--- src/core/dspag_pkg.sv ---
/*
  Package for the DSP address generation block: register offsets, reset values,
  addressing-mode and store-selector encodings, request and result carriers.
  Assumes a single CPU clock domain and a simple strobe register port.
*/
package dspag_pkg;
  localparam logic [3:0] DSPAG_OFF_OFFSET0 = 4'h0;
  localparam logic [3:0] DSPAG_OFF_OFFSET1 = 4'h1;
  localparam logic [3:0] DSPAG_OFF_INDEX0  = 4'h2;
  localparam logic [3:0] DSPAG_OFF_INDEX1  = 4'h3;
  localparam logic [3:0] DSPAG_OFF_STATUS  = 4'h4;
  localparam logic [15:0] DSPAG_RESET_WORD = 16'h0000;
  localparam logic [15:0] DSPAG_STEP_WORD  = 16'h0002;
  localparam logic [15:0] DSPAG_EVEN_MASK  = 16'hFFFE;
  localparam int DSPAG_STALL_CYCLES = 1;
  localparam int DSPAG_SEL_MSB = 31;
  localparam int DSPAG_SEL_LSB = 27;
  localparam int DSPAG_PAGE_BITS = 10;
  localparam int DSPAG_ARITH_BITS = 12;

  typedef enum logic [2:0] {
    DSPAG_MODE_PLAIN    = 3'h0,
    DSPAG_MODE_INC2     = 3'h1,
    DSPAG_MODE_DEC2     = 3'h2,
    DSPAG_MODE_INC_OFS  = 3'h3,
    DSPAG_MODE_DEC_OFS  = 3'h4
  } dspag_mode_t;

  typedef enum logic [4:0] {
    DSPAG_SEL_STATUS  = 5'h00,
    DSPAG_SEL_ACC_HI  = 5'h01,
    DSPAG_SEL_ACC_LIM = 5'h02,
    DSPAG_SEL_ACC_LO  = 5'h04,
    DSPAG_SEL_CONTROL = 5'h05,
    DSPAG_SEL_REPEAT  = 5'h06
  } dspag_sel_t;

  typedef struct packed {
    logic        valid;
    logic        index_sel;
    logic        offset_sel;
    dspag_mode_t mode;
    logic        par_move;
    logic        arith;
    logic        word_op;
    logic [1:0]  page_sel;
  } dspag_req_t;

  typedef struct packed {
    logic        valid;
    logic [15:0] long_addr;
    logic [15:0] move_addr;
    logic [23:0] phys_addr;
  } dspag_res_t;
endpackage

--- src/core/dspag_top.sv ---
/*
  DSP address generation: two index pointers and two offset registers form
  long, intermediate and physical operand addresses, apply post-updates, and
  decode the accumulator-unit store selector.
  Assumes requests come from the CPU pipeline on the same clock, that the
  pipeline honours the stall output, and that page pointers arrive as inputs.
*/
// The implementer's own choices: the address map and strobed register access.
// Summary of operation
// - Offset registers: bits 15..1 writable, bit0 zero
// - Offsets used only with index pointers
// - Stall after offset register initialization
// - Parallel move uses pre-adjusted intermediate address
// - Long address equals unmodified index pointer
// - Physical address from page pointer, override
// - Post-update written back as final step
// - Plain mode: pointer unchanged
// - Post-increment adds two
// - Increment with move: move uses minus two
// - Post-decrement subtracts two
// - Decrement with move: move uses plus two
// - Offset post-increment adds offset
// - Offset increment with move: minus offset
// - Offset post-decrement subtracts offset
// - Offset decrement with move: plus offset
// - Store instruction selects accumulator-unit register
// - Bits 31..27 encode six store selections
// - Index pointers: bits 15..1 writable, even
`timescale 1ns/1ps
`default_nettype none
module dspag_top (
  input  wire logic                 clk,
  input  wire logic                 rst,
  input  wire logic                 ce,
  input  wire logic [3:0]           reg_addr,
  input  wire logic [15:0]          reg_wdata,
  input  wire logic                 reg_wr,
  input  wire logic                 reg_rd,
  output logic [15:0]               reg_rdata,
  input  wire dspag_pkg::dspag_req_t req,
  input  wire logic [4*dspag_pkg::DSPAG_PAGE_BITS-1:0] page_ptrs,
  input  wire logic                 page_override,
  input  wire logic [dspag_pkg::DSPAG_PAGE_BITS-1:0] override_page,
  output dspag_pkg::dspag_res_t     res,
  output logic                      stall,
  input  wire logic                 store_valid,
  input  wire logic [31:0]          store_instr,
  output logic [5:0]                store_onehot,
  output logic                      store_undef
);
  logic [15:0] offset_reg [2];
  logic [15:0] index_reg [2];
  logic [1:0]  stall_reg;
  logic        reg_hit;
  logic [15:0] ptr;
  logic [15:0] step;
  logic [15:0] post_addr;
  logic [15:0] pre_addr;
  logic [9:0]  page;

  function automatic logic [15:0] even16(input logic [15:0] v);
    even16 = v & dspag_pkg::DSPAG_EVEN_MASK;
  endfunction

  // Selected pointer and step size
  assign ptr = index_reg[req.index_sel];
  always_comb begin
    unique case (req.mode)
      dspag_pkg::DSPAG_MODE_INC_OFS,
      dspag_pkg::DSPAG_MODE_DEC_OFS: step = offset_reg[req.offset_sel];
      dspag_pkg::DSPAG_MODE_INC2,
      dspag_pkg::DSPAG_MODE_DEC2:    step = dspag_pkg::DSPAG_STEP_WORD;
      default:                       step = dspag_pkg::DSPAG_RESET_WORD;
    endcase
  end

  // Post-update and opposite pre-adjust for the parallel move
  always_comb begin
    unique case (req.mode)
      dspag_pkg::DSPAG_MODE_INC2, dspag_pkg::DSPAG_MODE_INC_OFS: begin
        post_addr = even16(ptr + step);
        pre_addr  = even16(ptr - step);
      end
      dspag_pkg::DSPAG_MODE_DEC2, dspag_pkg::DSPAG_MODE_DEC_OFS: begin
        post_addr = even16(ptr - step);
        pre_addr  = even16(ptr + step);
      end
      default: begin
        post_addr = ptr;
        pre_addr  = ptr;
      end
    endcase
  end

  assign page = page_override ? override_page
                : page_ptrs[ptr[15:14]*dspag_pkg::DSPAG_PAGE_BITS +: dspag_pkg::DSPAG_PAGE_BITS];

  // Address results registered for the memory stage
  always_ff @(posedge clk) begin
    if (rst) begin
      res <= '0;
    end else if (ce) begin
      res.valid     <= req.valid & ~stall;
      res.long_addr <= ptr;
      res.move_addr <= req.par_move ? pre_addr : ptr;
      if (req.arith && !page_override) begin
        // Arithmetic operands map into the dual-port RAM window
        res.phys_addr <= {12'h000, ptr[dspag_pkg::DSPAG_ARITH_BITS-1:0]};
      end else begin
        res.phys_addr <= {page, ptr[13:0]};
      end
    end
  end

  assign reg_hit = reg_addr <= dspag_pkg::DSPAG_OFF_INDEX1;

  // Offset registers: software write only
  always_ff @(posedge clk) begin
    if (rst) begin
      offset_reg[0] <= dspag_pkg::DSPAG_RESET_WORD;
      offset_reg[1] <= dspag_pkg::DSPAG_RESET_WORD;
    end else if (ce && reg_wr) begin
      if (reg_addr == dspag_pkg::DSPAG_OFF_OFFSET0) offset_reg[0] <= even16(reg_wdata);
      if (reg_addr == dspag_pkg::DSPAG_OFF_OFFSET1) offset_reg[1] <= even16(reg_wdata);
    end
  end

  // Index pointers: software write wins over a same-cycle post-update
  always_ff @(posedge clk) begin
    if (rst) begin
      index_reg[0] <= dspag_pkg::DSPAG_RESET_WORD;
      index_reg[1] <= dspag_pkg::DSPAG_RESET_WORD;
    end else if (ce) begin
      if (req.valid && !stall && req.word_op) begin
        index_reg[req.index_sel] <= post_addr;
      end
      if (reg_wr && reg_addr == dspag_pkg::DSPAG_OFF_INDEX0) index_reg[0] <= even16(reg_wdata);
      if (reg_wr && reg_addr == dspag_pkg::DSPAG_OFF_INDEX1) index_reg[1] <= even16(reg_wdata);
    end
  end

  // Hold the pipeline while a freshly written pointer or offset settles
  always_ff @(posedge clk) begin
    if (rst) begin
      stall_reg <= 2'h0;
    end else if (ce) begin
      if (reg_wr && reg_hit) begin
        stall_reg <= 2'(dspag_pkg::DSPAG_STALL_CYCLES);
      end else if (stall_reg != 2'h0) begin
        stall_reg <= stall_reg - 2'h1;
      end
    end
  end
  assign stall = stall_reg != 2'h0;

  always_ff @(posedge clk) begin
    if (rst) begin
      reg_rdata <= 16'h0000;
    end else if (ce) begin
      reg_rdata <= 16'h0000;
      if (reg_rd) begin
        unique case (reg_addr)
          dspag_pkg::DSPAG_OFF_OFFSET0: reg_rdata <= offset_reg[0];
          dspag_pkg::DSPAG_OFF_OFFSET1: reg_rdata <= offset_reg[1];
          dspag_pkg::DSPAG_OFF_INDEX0:  reg_rdata <= index_reg[0];
          dspag_pkg::DSPAG_OFF_INDEX1:  reg_rdata <= index_reg[1];
          dspag_pkg::DSPAG_OFF_STATUS:  reg_rdata <= {15'h0000, stall};
          default:                      reg_rdata <= 16'h0000;
        endcase
      end
    end
  end

  // Store selector decode, one-hot in table order
  always_ff @(posedge clk) begin
    if (rst) begin
      store_onehot <= 6'h00;
      store_undef  <= 1'b0;
    end else if (ce) begin
      store_onehot <= 6'h00;
      store_undef  <= 1'b0;
      if (store_valid) begin
        unique case (store_instr[dspag_pkg::DSPAG_SEL_MSB:dspag_pkg::DSPAG_SEL_LSB])
          dspag_pkg::DSPAG_SEL_STATUS:  store_onehot <= 6'h01;
          dspag_pkg::DSPAG_SEL_ACC_HI:  store_onehot <= 6'h02;
          dspag_pkg::DSPAG_SEL_ACC_LIM: store_onehot <= 6'h04;
          dspag_pkg::DSPAG_SEL_ACC_LO:  store_onehot <= 6'h08;
          dspag_pkg::DSPAG_SEL_CONTROL: store_onehot <= 6'h10;
          dspag_pkg::DSPAG_SEL_REPEAT:  store_onehot <= 6'h20;
          default:                      store_undef  <= 1'b1;
        endcase
      end
    end
  end
endmodule
`default_nettype wire

--- config.mk ---
export PLATFORM = sky130hd
export DESIGN_NAME = dspag_top
export DESIGN_NICKNAME = d
export VERILOG_FILES = /design/src/core/dspag_pkg.sv /design/src/core/dspag_top.sv
export SDC_FILE = /design/constraint.sdc
export NUM_CORES = 1
export LEC_CHECK = 0
export ABC_CLOCK_PERIOD_IN_PS = 7680
export BUFFER_PORTS_ARGS = -buffer_cell sky130_fd_sc_hd__buf_2
export CAP_MARGIN = 20
export CORE_AREA = 2 2 135 189
export CTS_BUF_LIST = sky130_fd_sc_hd__clkbuf_8
export CTS_CLUSTER_DIAMETER = 40
export CTS_CLUSTER_SIZE = 25
export DETAILED_ROUTE_END_ITERATION = 8
export DIE_AREA = 0 0 137 191
export HOLD_SLACK_MARGIN = 0.05
export PLACE_DENSITY = 0.58
export SETUP_SLACK_MARGIN = 0.15
export SLEW_MARGIN = 20
export SYNTH_ARGS = -nofsm -noshare
export SYNTH_HDL_FRONTEND = slang
export SYNTH_SLANG_ARGS = --single-unit
--- constraint.sdc ---
create_clock -name clk -period 7.68 [get_ports clk]
set_input_delay 1.152 -clock clk [delete_from_list [all_inputs] [get_ports clk]]
set_output_delay 1.152 -clock clk [all_outputs]
set_load 0.005 [all_outputs]
==> results.toml, run 1 <==
[floorplanning]
ios = 201
core_mm2 = 0.0245
chipHeight_um = 191
die_area_mm2 = 0.0262
fp.dieW_um = 137
row_count = 68
start_util = 0.355

[timing]
finClkSkew_ns = 0.0161
worst_slack_ns = 2.57
min_period_ns = 5.11
layout_worst_path_cycle_share = 0.665
finalMaxSlewViolations = 0
rsz0062_at_grt = "false"
finalHoldViolCount = 0
fin_tns_setup_ns = 0
maxSlewHeadroom = 0.286
worst_pin_slew_ns = 1.07
setup_violations = 0
fmax_mhz = 196
timing.hold.ws_ns = 0.461

[placement]
placed_area_mm2 = 0.00963
port_buffers = 170
post-place-ws_ns = 2.05
place.gp.congestion = 0.907
hpwl_um = 21600

[global_route]
antenna_found_initial = 1
grt_first_pass_wirelength_um = 44000
grt_max_degree = 71
first_global_vias = 7778
gr-total-overflow = 0
grt_util_all_layers = 0.225

[yosys]
synthesis.nets = 1081
synth_edf_count = 62
synthTopCellsByArea = "edfxtp_1 21%, dfxtp_1 16%, mux4_2 6.5%"
synth.distinct_cells = 83
yosysSeqAreaShare = 0.375
avgSynthCellArea_um2 = 9.34
yosys.area.top_type = "edfxtp_1"
ys_warn_count = 0
synth_top_cell_area_share = 0.214
synth_ff_type = "dfxtp_1"
ys_async_sr_fraction = 0
syn_inst = 930
netlist_area_mm2 = 0.00869
synth_seq_cells = 132

[worst_setup_path]
reg2reg_depth = 10
worstPathRequired_ns = 8.00
r2r_slack_ns = 3.66
r2r-start = "index_reg[1][2]"
critPathKind = "in -> reg"
cp_max_fo = 31
arrival_ns = 5.42
worst_setup_path_start_kind = "input pin"
endpoint_kind = "register"
worstReg2RegEnd = "index_reg[0][14]"

[min_path]
whs_path_depth = 2
hp-start = "res[12]"
hp-class = "reg -> reg"
min_to = "res[12]"

[detailed_routing]
wl_per_cell_um = 21.5
top_layer = "met4"
num_vias = 7938
wl_met1_um = 11800
route.met2.wl_um = 14500
ant_nets = 0
drt-total-wl_um = 29500
route.met3.wl_um = 1370
drc_errors = 0
via_per_inst = 5.77
first_iter_violations = 701
drtPass1Iterations = 5

[clock_tree]
clkTransAtPathRegs_ns = 0.07
clock_path_buffers = 2
cts_hold_buffers = 0
cts_tree = "done"
cts_root_buf = "clkbuf_8"
cts_setup_buffers = 0
htreeDepth = 4
cts_resized = 0
clock_latency_ns = 0.46
cts_sinks = 132
numCtsBuffers = 17

[final_layout]
syn_to_final_growth_pct = 15.0
drive_gt1_frac = 0.273
stdcell_area_mm2 = 0.00999
multiInputGateArea_mm2 = 0.00487
finalNetCount = 1197
seqCellArea_mm2 = 0.00326
fill_cells = 2482
largest_reg_flops = 45

[power]
power.density_mw_per_mm2 = 181
peakVddDrop_uv = 105
power_leakage_nw = 4.18

[outcome]
status = "completed"

[run]
max_cap_violations = 0
-- per-layer routing --
metal,vias up,GRT usage
met3,68,0.0297
met2,272,0.369
met4,0,0.146
li1,3725,-
met1,3873,0.275
met5,-,0
-- critical path, stage by stage --
cell,delay (ns)
buf_2,0.47
or3b_1,0.50
nand2_1,0.45
nand2_1,0.17
ha_1,0.47
a211o_1,0.32
a21oi_1,0.25
o22a_1,0.24
o211ai_1,0.12
xnor2_1,0.16
a2111oi_1,0.81
mux2_2,0.29
-- layout by cell type (no fill, tap or decap), types with 10 or more instances in the layout --
master	count
and2_1	22
edfxtp_1	62
a221oi_1	14
dfxtp_1	70
nor2_1	98
a211oi_1	20
mux2i_1	18
inv_1	50
a221o_1	15
o221ai_1	14
nand2_1	58
nor3_1	30
buf_2	170
mux4_2	25
a22oi_1	24
nand3_1	38
buf_4	10
a21oi_1	41
ha_1	29
mux2_2	22
o21ai_0	46
clkbuf_8	19
-- synthesized netlist by cell type, drive strengths merged (3+ instances only) --
cell type,instances
a311o,3
o221ai,14
nand4,4
mux4,25
a21oi,44
nor3b,3
dfxtp,70
inv,50
nor4,5
a21o,5
nand2b,6
nor2,99
o21bai,3
nand3,38
clkbuf,46
mux2,22
a22o,3
a221oi,14
a32oi,8
a31oi,7
a221o,16
o22ai,4
nor2b,6
o21ai,54
and3,6
a22oi,24
and2,23
edfxtp,62
ha,29
o211ai,4
o32ai,5
o31a,3
or2,4
a31o,3
nor3,30
a211oi,22
mux2i,20
o31ai,8
xnor2,9
buf,37
nand2,58
-- cells by family after synthesis --
family / Yosys count / share of synthesized area
simple gates: 295 / 0.163
xor+xnor: 10 / 0.0109
buf+inv: 133 / 0.0664
flops: 132 / 0.375
mux: 67 / 0.117
compound gates: 262 / 0.221
fa+ha+maj: 31 / 0.0464
-- cell type report --
type	count	share of cell area
multi-input combinational	665	0.487
sequential	132	0.326
timing repair buffer	180	0.0926
tap	315	0.0394
clock buffer	19	0.0262
inverter	50	0.0188
clock inverter	13	0.00926
antenna	1	0.000250
-- power breakdown --
| group | total, mW | internal [mW] | switching, mW |
|---|---|---|---|
| Combinational | 0.469 | 0.181 | 0.288 |
| Sequential | 0.796 | 0.775 | 0.0206 |
| Clock | 0.547 | 0.265 | 0.282 |
-- how the worst max path moves through the flow --
stage / start / slack (ns) / endpoint
detailed placement: req[7] / 2.05 / index_reg[1][14]
global placement: req[7] / 2.02 / index_reg[1][14]
floorplan: req[9] / 3.24 / index_reg[1][15]
finish: req[7] / 2.57 / index_reg[0][14]
global route: req[7] / 2.25 / index_reg[0][14]
CTS: req[7] / 2.51 / index_reg[0][14]
-- stage by stage --
stage / utilization / instances / total power [mW]
2_1_floorplan: - / 930 / 1.12
3_3_place_gp: 0.393 / 1342 / 1.27
3_5_place_dp: 0.393 / 1342 / 1.27
4_1_cts: 0.408 / 1374 / 1.82
5_1_grt: 0.408 / 1374 / 1.90
6_report: 0.408 / 1375 / 1.81
Note: power is estimated with default switching activity, not from simulation.
==> run 2, diff against run 1 <==
--- a/config.mk
+++ b/config.mk
@@ -5,7 +5,7 @@
 export SDC_FILE = /design/constraint.sdc
 export NUM_CORES = 1
 export LEC_CHECK = 0
-export ABC_CLOCK_PERIOD_IN_PS = 7680
+export ABC_CLOCK_PERIOD_IN_PS = 4800
 export BUFFER_PORTS_ARGS = -buffer_cell sky130_fd_sc_hd__buf_2
 export CAP_MARGIN = 20
 export CORE_AREA = 2 2 135 189
==> constraint.sdc (replaced) <==
create_clock -name clk -period 4.8 [get_ports clk]
set_input_delay 0.72 -clock clk [delete_from_list [all_inputs] [get_ports clk]]
set_output_delay 0.72 -clock clk [all_outputs]
set_load 0.005 [all_outputs]
==> results.toml, run 2 (synthesis results as in run 1) <==
[outcome]
status = "completed"

[timing]
worst_pin_slew_ns = 1.03
finalMaxSlewViolations = 0
finalHoldViolCount = 0
layout_worst_path_cycle_share = 0.831
rsz0062_at_grt = "false"
min_period_ns = 3.99
finClkSkew_ns = 0.0156
fmax_mhz = 251
fin_tns_setup_ns = 0
maxSlewHeadroom = 0.311
timing.hold.ws_ns = 0.466
setup_violations = 0

[detailed_routing]
via_per_inst = 5.70
drtPass1Iterations = 5
first_iter_violations = 700
wl_per_cell_um = 21.1
drt-total-wl_um = 29600
num_vias = 7980
ant_nets = 0
drc_errors = 0

[power]
p_total_mw = 3.11
peakVddDrop_uv = 189
power_frac_clock = 0.342
power.density_mw_per_mm2 = 303
power_frac_seq = 0.409
p_sw_uw = 957
intPower_mw = 2.16
power_leakage_nw = 4.34
power.share.switching = 0.307
power_frac_comb = 0.249

[global_route]
first_global_vias = 7509
gr-total-overflow = 0
antenna_found_initial = 1
grt_max_degree = 73
grt_util_all_layers = 0.224
grt_first_pass_wirelength_um = 43700

[worst_setup_path]
crit_slowest_cell = "ha_1"
critPathCapture = "index_reg[0][12]"
endpoint_kind = "register"
worst_setup_path_start_kind = "input pin"
worstPathRequired_ns = 5.07
critPathKind = "in -> reg"
r2r_slack_ns = 1.36
cp_max_fo = 13
reg2reg_depth = 11
slowest_delay_ns = 0.54
startpoint = "req[5]"
cp_cell_sequence = "buf_2 > or3b_1 > nand2_1 > nand2_1 > ha_1 > a21oi_2 > and2_1 > a21o_1 > a31oi_1 > o31ai_1 > a221o_1 > o31ai_1"
arrival_ns = 4.26
worstReg2RegEnd = "index_reg[1][15]"
r2r-start = "offset_reg[1][0]"

[clock_tree]
clock_path_buffers = 2
cts_root_buf = "clkbuf_8"
cts_tree = "done"
clock_latency_ns = 0.47
cts_hold_buffers = 0
cts_resized = 0
cts_setup_buffers = 0
clkTransAtPathRegs_ns = 0.08
cts_sinks = 132
numCtsBuffers = 17
htreeDepth = 4

[floorplanning]
core_mm2 = 0.0245
row_count = 68
die_area_mm2 = 0.0262
start_util = 0.355
fp.dieW_um = 137
chipHeight_um = 191
ios = 201

[min_path]
hp-start = "store_onehot[4]"
hp-class = "reg -> reg"

[placement]
hpwl_um = 22000
port_buffers = 170
place.gp.congestion = 0.952

[final_layout]
finalNetCount = 1223
fin_util = 0.419
fill_cells = 2490
drive_gt1_frac = 0.290
syn_to_final_growth_pct = 18.2
layout_commonest_cell = "buf_2"
layout_common_cells = "170 x buf_2, 98 x nor2_1, 70 x dfxtp_1"
seqCellArea_mm2 = 0.00326
multiInputGateArea_mm2 = 0.00486
largest_reg_flops = 45

[run]
max_cap_violations = 0
==> run 2: cell count changes in the layout (fill, tap and decap cells not counted), moves of 2 or more <==
cell	before	now
buf_4	10	36
bufinv_16	1	4
clkinv_2	6	2
clkinv_4	0	2
inv_1	50	47
inv_4	1	3
o21ai_1	6	8
o21ai_2	2	0
==> run 2: cell type report <==
| type | count | share of cell area |
|---|---|---|
| antenna | 1 | 0.000244 |
| clock buffer | 20 | 0.0268 |
| clock inverter | 12 | 0.0169 |
| inverter | 50 | 0.0183 |
| multi-input combinational | 665 | 0.473 |
| sequential | 132 | 0.318 |
| tap | 315 | 0.0384 |
| timing repair buffer | 206 | 0.109 |
==> run 2: worst max-delay path, delay by kind of cell <==
| kind | cells | cell delay (ns) |
|---|---|---|
| compound gates | 6 | 1.64 |
| simple gates | 4 | 1.18 |
| fa+ha+maj | 1 | 0.54 |
| buf+inv | 1 | 0.17 |
==> run 2: how the worst min path moves through the flow <==
stage	endpoint	slack (ns)	cells past startpoint
4_1_cts	reg_rdata[0]	0.47	2
2_1_floorplan	stall_reg[0]	0.45	2
3_3_place_gp	res[13]	0.45	2
5_1_grt	store_onehot[4]	0.48	2
3_5_place_dp	res[56]	0.46	2
6_report	store_onehot[4]	0.47	2
==> run 2: metrics by stage <==
| stage | instance area (µm²) | instances | worst slack (ns) |
|---|---|---|---|
| 5_1_grt | 10300 | 1400 | 0.648 |
| 3_3_place_gp | 9820 | 1368 | 0.473 |
| 3_5_place_dp | 9820 | 1368 | 0.352 |
| 2_1_floorplan | 8690 | 930 | 0.791 |
| 6_report | 10300 | 1401 | 0.810 |
| 4_1_cts | 10300 | 1400 | 0.872 |
==> run 2: metal layers <==
metal / wire length [µm] / part of all wire / track usage
met3: 1280 / 0.043 / 0.0355
met2: 14900 / 0.50 / 0.379
met4: 1310 / 0.044 / 0.113
met1: 12100 / 0.41 / 0.273
met5: 0 / 0 / 0
==> run 2: power groups by stage <==
stage | combinational (mW) | clock (mW) | sequential [mW]
after floorplan | 0.498 | 0 | 1.29
after global placement | 0.760 | 0 | 1.30
after detailed placement | 0.765 | 0 | 1.30
after CTS | 0.768 | 1.08 | 1.27
after global routing | 0.840 | 1.13 | 1.28
final | 0.775 | 1.07 | 1.27
==> run 3, diff against run 2 <==
--- a/config.mk
+++ b/config.mk
@@ -5,17 +5,18 @@
 export SDC_FILE = /design/constraint.sdc
 export NUM_CORES = 1
 export LEC_CHECK = 0
-export ABC_CLOCK_PERIOD_IN_PS = 4800
+export ABC_AREA = 1
+export ABC_CLOCK_PERIOD_IN_PS = 3400
 export BUFFER_PORTS_ARGS = -buffer_cell sky130_fd_sc_hd__buf_2
 export CAP_MARGIN = 20
-export CORE_AREA = 2 2 135 189
+export CORE_AREA = 2 2 136 191
 export CTS_BUF_LIST = sky130_fd_sc_hd__clkbuf_8
 export CTS_CLUSTER_DIAMETER = 40
 export CTS_CLUSTER_SIZE = 25
 export DETAILED_ROUTE_END_ITERATION = 8
-export DIE_AREA = 0 0 137 191
+export DIE_AREA = 0 0 138 193
 export HOLD_SLACK_MARGIN = 0.05
-export PLACE_DENSITY = 0.58
+export PLACE_DENSITY = 0.59
 export SETUP_SLACK_MARGIN = 0.15
 export SLEW_MARGIN = 20
 export SYNTH_ARGS = -nofsm -noshare
==> constraint.sdc (replaced) <==
create_clock -name clk -period 3.4 [get_ports clk]
set_input_delay 0.51 -clock clk [delete_from_list [all_inputs] [get_ports clk]]
set_output_delay 0.51 -clock clk [all_outputs]
set_load 0.005 [all_outputs]
==> results.toml, run 3 <==
[timing]
finalMaxSlewViolations = 0
min_period_ns = 2.96
worst_pin_slew_ns = 0.756
fin_tns_setup_ns = 0
setup_violations = 0
finalHoldViolCount = 0
finClkSkew_ns = 0.0138
fmax_mhz = 338
layout_worst_path_cycle_share = 0.870
rsz0062_at_grt = "false"
maxSlewHeadroom = 0.495

[yosys]
ys_warn_count = 0
avgSynthCellArea_um2 = 6.69
synth_top_cell_area_share = 0.211
ys_async_sr_fraction = 0
synthTopCellsByCount = "485 x nand2_1, 144 x inv_1, 107 x nor2_1"
synth_most_common_cell = "nand2_1"
synth.distinct_cells = 41
synthesis.nets = 1471
synth_seq_cells = 132
synth_ff_type = "dfxtp_1"
yosysSeqAreaShare = 0.369
synth_edf_count = 62
netlist_area_mm2 = 0.00883
synthTopCellsByArea = "edfxtp_1 21%, nand2_1 21%, dfxtp_1 16%"
syn_inst = 1320
yosys.area.top_type = "edfxtp_1"

[detailed_routing]
via_per_inst = 4.90
wl_per_cell_um = 15.7
drtPass1Iterations = 5
first_iter_violations = 519
drc_errors = 0
ant_nets = 0
num_vias = 8836
drt-total-wl_um = 28400

[floorplanning]
fp.dieW_um = 138
ios = 201
die_area_mm2 = 0.0266
chipHeight_um = 193
row_count = 69
start_util = 0.353
core_mm2 = 0.0250

[clock_tree]
cts_setup_buffers = 0
cts_sinks = 132
numCtsBuffers = 17
clock_path_buffers = 2
cts_hold_buffers = 0
cts_resized = 0
htreeDepth = 4
cts_root_buf = "clkbuf_8"
clock_latency_ns = 0.47
cts_tree = "done"
clkTransAtPathRegs_ns = 0.08

[power]
power_frac_clock = 0.336
intPower_mw = 2.80
power_leakage_nw = 5.23
power_frac_comb = 0.231
peakVddDrop_uv = 252
power.share.switching = 0.323
power.density_mw_per_mm2 = 398
power_frac_seq = 0.433
p_sw_mw = 1.34
p_total_mw = 4.13

[worst_setup_path]
worst_setup_path_start_kind = "register"
worstPathRequired_ns = 3.61
path_buf_inv = 2
cp_max_fo = 7
critPathTopFamily = "simple AND/OR/NAND/NOR gates"
arrival_ns = 3.17
crit_slowest_cell = "ha_1"
critPathKind = "reg -> reg"
slowest_delay_ns = 0.43
cp_common_cell = "nand2_1"
endpoint_kind = "register"
cp_cell_sequence = "or2_2 > o21ai_0 > inv_1 > ha_1 > nand2_1 > inv_1 > a21oi_1 > nand2_1 > nand2_1 > nand3_1 > nand3_1 > nand3_1 > nand2_1 > o21ai_0"

[global_route]
grt_first_pass_wirelength_um = 43600
grt_util_all_layers = 0.207
first_global_vias = 8271
antenna_found_initial = 0
gr-total-overflow = 0
grt_max_degree = 57

[final_layout]
n_antenna_cell = 0
drive_gt1_frac = 0.186
layout_common_cells = "485 x nand2_1, 170 x buf_2, 144 x inv_1"
syn_to_final_growth_pct = 17.5
largest_reg_flops = 45
layout_commonest_cell = "nand2_1"
finalNetCount = 1624

[placement]
port_buffers = 170
hpwl_um = 22700
place.gp.congestion = 0.923

[outcome]
status = "completed"

[min_path]
hp-class = "in -> reg"

[run]
max_cap_violations = 0
run 3: cell types whose count changed after synthesis, moves of 18 or more:
cell      before  now
mux2_2        22    0
mux4_2        25    0
a211oi_1      20    2
a21oi_1       41   71
nand2_1       58  485
a22oi_1       24    1
nor3_1        30    3
clkbuf_1      46   19
nand3_1       38   89
and2_1        22    0
inv_1         47  144
mux2i_1       19    0
o211ai_1       3   38
nand4_1        4   23
run 3: cell type report:
| cell class | instances | area [µm²] |
|---|---|---|
| well taps | 319 | 399 |
| clock buffers | 17 | 234 |
| inverters | 153 | 574 |
| flip-flops and latches | 132 | 3260 |
| repair buffers | 208 | 1160 |
| fillers | 2741 | 14700 |
| clock inverters | 15 | 166 |
| multi-input cells | 961 | 4580 |
run 3: power groups by stage:
stage	logic [mW]	registers (mW)	clock network [mW]
finish	0.955	1.79	1.39
global route	1.07	1.80	1.47
CTS	0.958	1.79	1.41
detailed placement	0.955	1.82	0
global placement	0.946	1.82	0
floorplan	0.614	1.82	0
run 3: routing by layer:
layer,part of all wire,up-vias,GRT usage
met5,0,-,0
met4,0.029,0,0.0840
met3,0.028,51,0.0242
met2,0.52,188,0.384
met1,0.42,4058,0.243
li1,-,4539,-
run 3: worst register-to-register path: stages, from the launching register on:
cell	delay, ns
edfxtp_1	0.40
or2_2	0.30
o21ai_0	0.17
inv_1	0.15
ha_1	0.43
nand2_1	0.14
inv_1	0.06
a21oi_1	0.20
nand2_1	0.12
nand2_1	0.14
nand3_1	0.12
nand3_1	0.12
nand3_1	0.16
nand2_1	0.09
o21ai_0	0.09
run 3: kinds of logic after synthesis:
| group | Yosys count | share of synthesized area |
|---|---|---|
| simple gates | 742 | 0.349 |
| buf+inv | 227 | 0.112 |
| compound gates | 184 | 0.119 |
| xor+xnor | 4 | 0.00397 |
| fa+ha+maj | 31 | 0.0456 |
| flops | 132 | 0.369 |
run 3: path summary, 6_finish.rpt:
kind | startpoint | to | slack (ns) | cells after the start
worst max register to register | index_reg[1][4] | index_reg[1][14] | 0.44 | 14
worst min-delay path | rst | res[56] | 0.26 | 2
worst min register to register | reg_rdata[1] | reg_rdata[1] | 0.46 | 2
worst max-delay path | index_reg[1][4] | index_reg[1][14] | 0.44 | 14
run 3: through the flow:
step                instance area [µm²]  hold slack [ns]  setup slack (ns)  instances   util
floorplan                          8830            0.431             0.683       1320      -
global placement                   9980            0.445             0.179       1773  0.398
detailed placement                 9980            0.452             0.170       1773  0.398
CTS                               10400            0.228             0.519       1805  0.414
global route                      10400            0.239             0.260       1805  0.414
finish                            10400            0.259             0.442       1805  0.414
